File: src/usbp_defs.vh
// Behaviour
// - Port reads enabled when enabled=1,suspend=0; suspended when both are 1.
// - While suspended, downstream data traffic is blocked except port reset signalling.
// - A transaction under way when suspend is set finishes before blocking starts.
// - Suspend bit reads 1 only once the port is really suspended.
// - While suspended, port lines are watched for resume from the device.
// - Software writes of 0 to the suspend bit are ignored.
// - Suspend clears when software drops force-resume or sets port reset.
// - Full-speed K is driven until software writes force-resume to 0.
// - J-to-K while suspended sets force-resume and port-change-detect, status bit 2.
// - Software setting force-resume leaves port-change-detect unchanged.
// - After clearing, port returns to HS idle; bit reads 1 until done, within 2 ms.
// - Overcurrent-change, bit 5, sets whenever overcurrent-active changes.
// - Overcurrent-change clears on software write of 1.
// - Overcurrent-active, bit 4, follows the overcurrent condition.
// - Reset clears suspend, force-resume, overcurrent-change and overcurrent-active.
// - Power-dependent status fields read 0 while port power is 0.
// - Only the hardware enable sequence sets the enabled bit; software 1 ignored.
`ifndef USBP_DEFS_VH
`define USBP_DEFS_VH

// Register byte addresses
`define USBP_ADDR_PORT     4'h0
`define USBP_ADDR_STATUS   4'h4

// Port register fields
`define USBP_BIT_PED       2
`define USBP_BIT_OCA       4
`define USBP_BIT_OCC       5
`define USBP_BIT_FPR       6
`define USBP_BIT_PORT_SUSPEND_BIT      7
`define USBP_BIT_PR        8
`define USBP_BIT_PP        12

// Status register fields
`define USBP_BIT_PCD       2

// Reset values
`define USBP_RST_PP        1'b0
`define USBP_RST_BIT       1'b0

// Resume exit time: 2 ms at 100 MHz
`define USBP_EXIT_MS       2
`define USBP_CLK_KHZ       100000
`define USBP_EXIT_CYC      (`USBP_EXIT_MS * `USBP_CLK_KHZ)

`endif

File: src/usbp_sync.v
`timescale 1ns/1ps
module usbp_sync (
  clk,
  resetn,
  din,
  dout
);
  input  wire clk;
  input  wire resetn;
  input  wire din;
  output wire dout;

  reg meta_r;
  reg sync_r;

  // Two-flop synchroniser
  always @(posedge clk) begin
    if (!resetn) begin
      meta_r <= 1'b0;
      sync_r <= 1'b0;
    end else begin
      meta_r <= din;
      sync_r <= meta_r;
    end
  end

  assign dout = sync_r;
endmodule // usbp_sync

File: src/usbp_port.v
// Local design decisions: the address map and register access over Avalon-MM.
`timescale 1ns/1ps
`include "usbp_defs.vh"
module usbp_port #(
  parameter EXIT_CYC = `USBP_EXIT_CYC,
  parameter CNT_W    = 18
) (
  clk,
  resetn,
  avs_address,
  avs_read,
  avs_write,
  avs_writedata,
  avs_byteenable,
  avs_readdata,
  avs_waitrequest,
  txn_active,
  line_j,
  line_k,
  enable_grant,
  port_fault,
  oc_in,
  hs_idle_ack,
  drive_k,
  hs_idle_drive,
  traffic_block,
  port_power,
  port_reset
);
  input  wire        clk;
  input  wire        resetn;
  input  wire [3:0]  avs_address;
  input  wire        avs_read;
  input  wire        avs_write;
  input  wire [31:0] avs_writedata;
  input  wire [3:0]  avs_byteenable;
  output reg  [31:0] avs_readdata;
  output reg         avs_waitrequest;
  input  wire        txn_active;
  input  wire        line_j;
  input  wire        line_k;
  input  wire        enable_grant;
  input  wire        port_fault;
  input  wire        oc_in;
  input  wire        hs_idle_ack;
  output reg         drive_k;
  output reg         hs_idle_drive;
  output reg         traffic_block;
  output reg         port_power;
  output reg         port_reset;

  localparam [1:0] RS_IDLE  = 2'b00;
  localparam [1:0] RS_DRIVE = 2'b01;
  localparam [1:0] RS_EXIT  = 2'b10;

  localparam integer     EXIT_LAST_I = EXIT_CYC - 1;
  localparam [CNT_W-1:0] EXIT_LAST   = EXIT_LAST_I[CNT_W-1:0];

  reg              ped_r;
  reg              ped_nxt;
  reg              port_suspend_bit_r;
  reg              port_suspend_bit_nxt;
  reg              sreq_r;
  reg              sreq_nxt;
  reg              pr_r;
  reg              pr_nxt;
  reg              pp_r;
  reg              pp_nxt;
  reg              occ_r;
  reg              occ_nxt;
  reg              oca_r;
  reg              pcd_r;
  reg              pcd_nxt;
  reg  [1:0]       rs_r;
  reg  [1:0]       rs_nxt;
  reg  [CNT_W-1:0] cnt_r;
  reg  [CNT_W-1:0] cnt_nxt;
  reg              prev_j_r;
  reg  [31:0]      rd_nxt;
  wire             oc_sync;
  wire             req;
  wire             take;
  wire             done;
  wire             wr_port;
  wire             wr_stat;
  wire             lane0;
  wire             lane1;
  wire             wr_lo;
  wire             wr_hi;
  wire             fpr_rd;
  wire             jk_evt;

  // Synchronised overcurrent input
  usbp_sync u_oc_sync (
    .clk    (clk),
    .resetn (resetn),
    .din    (oc_in),
    .dout   (oc_sync)
  );

  function lane_on;
    input [3:0] be;
    input integer idx;
    begin
      lane_on = be[idx];
    end
  endfunction

  function pw_gate;
    input pwr;
    input val;
    begin
      pw_gate = pwr & val;
    end
  endfunction

  // Bus decode
  assign req     = avs_read | avs_write;
  assign take    = req & avs_waitrequest;
  assign done    = req & !avs_waitrequest;
  assign wr_port = done & avs_write & (avs_address == `USBP_ADDR_PORT);
  assign wr_stat = done & avs_write & (avs_address == `USBP_ADDR_STATUS);
  assign lane0   = lane_on(avs_byteenable, 0);
  assign lane1   = lane_on(avs_byteenable, 1);
  assign wr_lo   = wr_port & lane0;
  assign wr_hi   = wr_port & lane1;
  assign fpr_rd  = (rs_r != RS_IDLE);
  // Resume detect while suspended
  assign jk_evt  = port_suspend_bit_r & (rs_r == RS_IDLE) & prev_j_r & line_k;

  always @* begin
    ped_nxt  = ped_r;
    port_suspend_bit_nxt = port_suspend_bit_r;
    sreq_nxt = sreq_r;
    pr_nxt   = pr_r;
    pp_nxt   = pp_r;
    occ_nxt  = occ_r;
    pcd_nxt  = pcd_r;
    rs_nxt   = rs_r;
    cnt_nxt  = cnt_r;

    // Port enable from hardware sequence only
    if (enable_grant & pr_r) begin
      ped_nxt = 1'b1;
    end
    if (port_fault) begin
      ped_nxt = 1'b0;
    end

    // Software writes to the port register
    if (wr_lo) begin
      if (!avs_writedata[`USBP_BIT_PED]) begin
        ped_nxt = 1'b0;
      end
      if (avs_writedata[`USBP_BIT_PORT_SUSPEND_BIT] & ped_r & !port_suspend_bit_r) begin
        sreq_nxt = 1'b1;
      end
      if (avs_writedata[`USBP_BIT_OCC]) begin
        occ_nxt = 1'b0;
      end
    end
    if (wr_hi) begin
      pp_nxt = avs_writedata[`USBP_BIT_PP];
      pr_nxt = avs_writedata[`USBP_BIT_PR];
    end

    // Suspend entry waits for the current transaction
    if (sreq_r & !txn_active) begin
      port_suspend_bit_nxt = 1'b1;
      sreq_nxt = 1'b0;
    end

    // Resume sequencer
    case (rs_r)
      RS_IDLE: begin
        if (jk_evt) begin
          rs_nxt = RS_DRIVE;
        end else if (wr_lo & avs_writedata[`USBP_BIT_FPR]) begin
          rs_nxt = RS_DRIVE;
        end
      end
      RS_DRIVE: begin
        if (wr_lo & !avs_writedata[`USBP_BIT_FPR]) begin
          rs_nxt   = RS_EXIT;
          cnt_nxt  = {CNT_W{1'b0}};
          port_suspend_bit_nxt = 1'b0;
          sreq_nxt = 1'b0;
        end
      end
      RS_EXIT: begin
        cnt_nxt = cnt_r + {{(CNT_W-1){1'b0}}, 1'b1};
        if (hs_idle_ack | (cnt_r == EXIT_LAST)) begin
          rs_nxt  = RS_IDLE;
          cnt_nxt = {CNT_W{1'b0}};
        end
      end
      default: begin
        rs_nxt  = RS_IDLE;
        cnt_nxt = {CNT_W{1'b0}};
      end
    endcase

    // Port reset start clears suspend
    if (wr_hi & avs_writedata[`USBP_BIT_PR] & !pr_r) begin
      port_suspend_bit_nxt = 1'b0;
      sreq_nxt = 1'b0;
    end

    // Device resume flag, set wins over clear
    if (jk_evt) begin
      pcd_nxt = 1'b1;
    end else if (wr_stat & lane0 & avs_writedata[`USBP_BIT_PCD]) begin
      pcd_nxt = 1'b0;
    end

    // Overcurrent change, set wins over clear
    if (oc_sync != oca_r) begin
      occ_nxt = 1'b1;
    end
  end

  // Read data with power gating
  always @* begin
    rd_nxt = 32'h0000_0000;
    case (avs_address)
      `USBP_ADDR_PORT: begin
        rd_nxt[`USBP_BIT_PP]   = pp_r;
        rd_nxt[`USBP_BIT_PR]   = pw_gate(pp_r, pr_r);
        rd_nxt[`USBP_BIT_PORT_SUSPEND_BIT] = pw_gate(pp_r, port_suspend_bit_r);
        rd_nxt[`USBP_BIT_FPR]  = pw_gate(pp_r, fpr_rd);
        rd_nxt[`USBP_BIT_OCC]  = pw_gate(pp_r, occ_r);
        rd_nxt[`USBP_BIT_OCA]  = pw_gate(pp_r, oca_r);
        rd_nxt[`USBP_BIT_PED]  = pw_gate(pp_r, ped_r);
      end
      `USBP_ADDR_STATUS: begin
        rd_nxt[`USBP_BIT_PCD]  = pcd_r;
      end
      default: begin
        rd_nxt = 32'h0000_0000;
      end
    endcase
  end

  // State registers
  always @(posedge clk) begin
    if (!resetn) begin
      ped_r    <= `USBP_RST_BIT;
      port_suspend_bit_r   <= `USBP_RST_BIT;
      sreq_r   <= 1'b0;
      pr_r     <= `USBP_RST_BIT;
      pp_r     <= `USBP_RST_PP;
      occ_r    <= `USBP_RST_BIT;
      oca_r    <= `USBP_RST_BIT;
      pcd_r    <= `USBP_RST_BIT;
      rs_r     <= RS_IDLE;
      cnt_r    <= {CNT_W{1'b0}};
      prev_j_r <= 1'b0;
    end else begin
      ped_r    <= ped_nxt;
      port_suspend_bit_r   <= port_suspend_bit_nxt;
      sreq_r   <= sreq_nxt;
      pr_r     <= pr_nxt;
      pp_r     <= pp_nxt;
      occ_r    <= occ_nxt;
      oca_r    <= oc_sync;
      pcd_r    <= pcd_nxt;
      rs_r     <= rs_nxt;
      cnt_r    <= cnt_nxt;
      prev_j_r <= line_j & !line_k;
    end
  end

  // Avalon slave, one wait state per access
  always @(posedge clk) begin
    if (!resetn) begin
      avs_waitrequest <= 1'b1;
      avs_readdata    <= 32'h0000_0000;
    end else if (take) begin
      avs_waitrequest <= 1'b0;
      avs_readdata    <= avs_read ? rd_nxt : 32'h0000_0000;
    end else begin
      avs_waitrequest <= 1'b1;
    end
  end

  // Link-facing outputs
  always @(posedge clk) begin
    if (!resetn) begin
      drive_k       <= 1'b0;
      hs_idle_drive <= 1'b0;
      traffic_block <= 1'b0;
      port_power    <= `USBP_RST_PP;
      port_reset    <= 1'b0;
    end else begin
      drive_k       <= (rs_nxt == RS_DRIVE);
      hs_idle_drive <= (rs_nxt == RS_EXIT);
      traffic_block <= port_suspend_bit_nxt & !pr_nxt;
      port_power    <= pp_nxt;
      port_reset    <= pr_nxt;
    end
  end
endmodule // usbp_port

File: config.mk
export PLATFORM = sky130hd
export DESIGN_NAME = usbp_port
export DESIGN_NICKNAME = d
export VERILOG_FILES = /design/src/usbp_sync.v /design/src/usbp_port.v
export VERILOG_INCLUDE_DIRS = /design/src
export SDC_FILE = /design/constraint.sdc
export NUM_CORES = 1
export LEC_CHECK = 0
export ABC_AREA = 1
export BUFFER_PORTS_ARGS = -buffer_cell sky130_fd_sc_hd__buf_2
export CAP_MARGIN = 20
export CORE_UTILIZATION = 25
export DETAILED_ROUTE_END_ITERATION = 7
export PLACE_DENSITY = 0.52
export SYNTH_ARGS = -nofsm -noshare
export SYNTH_HDL_FRONTEND = slang
export SYNTH_SLANG_ARGS = --single-unit
File: constraint.sdc
create_clock -name clk -period 3.1 [get_ports clk]
set_input_delay 0 -clock clk [delete_from_list [all_inputs] [get_ports clk]]
set_output_delay 0 -clock clk [all_outputs]
set_load 0.1 [all_outputs]
==> metrics.txt <==
worst hold slack=~19 ps; buffers added on ports=35; commonest non-fill, non-tap cell in the layout=nand2_1; Post-DRT Antenna Nets=0; Seq/Total Area, Yosys=a little over a third; max_cap viols=0; worst skew pair latency=~300 ps; Worst Setup End Kind=flip-flop; max-slew violations=0; clock-pin slew on the worst setup and hold paths=about 90 ps; initial core utilization=about a quarter; largest net degree at the start of global routing=27; endpoints failing hold=0; CP Class=in -> reg; Syn Std Cell Area=between 2000 and 2500 µm²; first-pass GRT wire length=8760 µm; wire length on met1=~2500 µm; Post-synth EDFFs=0; initial antenna violation count=0; CTS Buffer Depth=2; die area=between 9000 and 10000 µm²; max reg flops=18; vias after detailed routing=about 2.1k; Fillers=approximately 1000; unrepaired setup endpoints after global routing=false; main flop type after synthesis=dfxtp_1; Initial DRC Count=between 90 and 100; r2r startpoint=avs_waitrequest; Placed Cells=~470; TritonCTS clock tree=built; met2 WL post-DR=around 2300 µm; cell taking the most area after synthesis=dfxtp_1; Synth cell types=32; final setup margin=between 1000 and 1500 ps; violated checks=DRC; Leakage=between 0.001 and 0.0015 µW; top cell type's share of synthesized area=about 36%; measured slew at the worst slew-check pin=approximately 780 ps; min cycle time layout=around 1800 ps; Syn Area/Cell=approximately 7 µm²; min-delay worst type=in -> reg; gpl congestion=roughly 0.8; fin cells=slightly below 500; status=finished with violations; nets=between 400 and 500; TritonCTS Sinks=42; Top Registers=cnt_r x18, avs_readdata x7, rs_r x2; share of post-route cells with drive strength above 1=roughly a fifth; Syn. warnings=0; WP data required=~3400 ps; root buffer cell=clkbuf_8; Total GRT Usage=between 10% and 20%; max frequency=about 560 MHz; crit path launch type=input pin; Ant. Diodes=0; crit path from=resetn; critical path peak fanout=26; htree depth=2; top sig layer=met4; io pins=89; Synth area leaders=dfxtp_1 36%, nand2_1 14%, buf_4 8.5%, nor2_1 6.8%, inv_1 5.5%; Biggest register=cnt_r; drt first pass iters=6; relative slew slack=47.8%; Syn Inst Count=335; Met3 Wirelength=~260 µm; Num CTS Buffers=5; Post-CTS Resized=0; DRC=2; Max VDD drop=214 µV; DP HPWL=~3800 µm; Core ar.=~8800 µm²; Setup-failing EPs final=0; #FFs+latches synth=42; Total Wirelength=between 5000 and 6000 µm; Worst Path Arrival=2040 ps; via count of the first global-routing pass=between 1.5k and 2k; critical hold path startpoint=hs_idle_ack; Post-synth ARST share=0%; period utilization=between 50 and 60%; Routed wire per std cell=approximately 10 µm; total grt overflow=0; P per Cell Area=413 nW/µm²; clk_skew=approximately 3.3 ps; Placed Area=around 2500 µm²; Die X=just under 100 µm; reg2reg setup slack=1460 ps; most frequent cells in the layout=86 x nand2_1, 42 x nor2_1, 42 x dfxtp_1, 35 x buf_2, 34 x inv_1; synthesis-to-finish area growth=15.8%; Fin Setup TNS=0 ps; die height=a little under 100 µm; DP Worst Slack=between 1000 and 1500 ps; final instance area=2670 µm²; Vias/cell=4.28; row count=34
routing by layer:
metal  global-route usage (%)  vias to the layer above
li1                         -                     1096
met1                     14.2                      930
met2                     18.9                       60
met3                     2.65                        8
met4                     3.50                        0
met5                        0                        -
through the flow:
| step | total power (µW) | util [%] |
|---|---|---|
| 2_1_floorplan | 741 | - |
| 3_3_place_gp | 740 | 28.3 |
| 3_5_place_dp | 740 | 28.3 |
| 4_1_cts | 1120 | 30.2 |
| 5_1_grt | 1150 | 30.2 |
| 6_report | 1100 | 30.2 |
power breakdown:
part           switching (µW)  internal, µW  total, µW
combinational             167          21.6        189
clock                     210           159        369
sequential               2.03           543        545
total                     380           723       1100
worst max-delay path, cell delays in order:
cell           delay [ps]
buf_2                 300
clkinv_1              710
nor4_1                440
dlygate4sd3_1         580
area by class of cell:
| class | count | area [µm²] | area share, % |
|---|---|---|---|
| inverters | 40 | 154 | 5.76 |
| clock inverters | 3 | 21.3 | 0.796 |
| well taps | 108 | 135 | 5.05 |
| multi-input cells | 248 | 1200 | 44.8 |
| repair buffers | 43 | 255 | 9.55 |
| clock buffers | 5 | 68.8 | 2.57 |
| flip-flops and latches | 42 | 841 | 31.4 |
kinds of logic after synthesis:
family                   synth area share (%)
AND/OR/NAND/NOR                          36.7
buffers and inverters                    15.6
flip-flops                               36.4
AO/OA/AOI/OAI                            8.34
XOR/XNOR                                 2.28
adder cells (fa/ha/maj)                 0.542
other                                   0.162
final timing paths:
| path | to | cells after the start |
|---|---|---|
| hold reg to reg | u_oc_sync.dout | 2 |
| setup / recovery | ped_r | 4 |
| hold / removal | cnt_r[2] | 4 |
| setup reg to reg | cnt_r[13] | 9 |
timing repair:
action / 4_1_cts / 5_1_grt
endpoints found under the hold margin: 7 / 0
setup buffers: 0 / 0
hold buffers: 8 / 0
cells in the mapped netlist (2+ instances only):
library cell  count
nand2_1          86
dfxtp_1          42
nor2_1           42
inv_1            34
buf_4            26
a21oi_1          24
nand3_1          18
nand2_2           7
nand4_1           6
nor2_4            4
nor3_1            4
o21ai_0           4
o21ai_1           4
xor2_1            4
clkbuf_1          3
inv_2             3
nor2_2            3
a21oi_2           2
nand2_4           2
nand3b_1          2
nor3_2            2
o21a_1            2
xnor2_1           2
No activity file was read; power rests on OpenSTA's default activity.
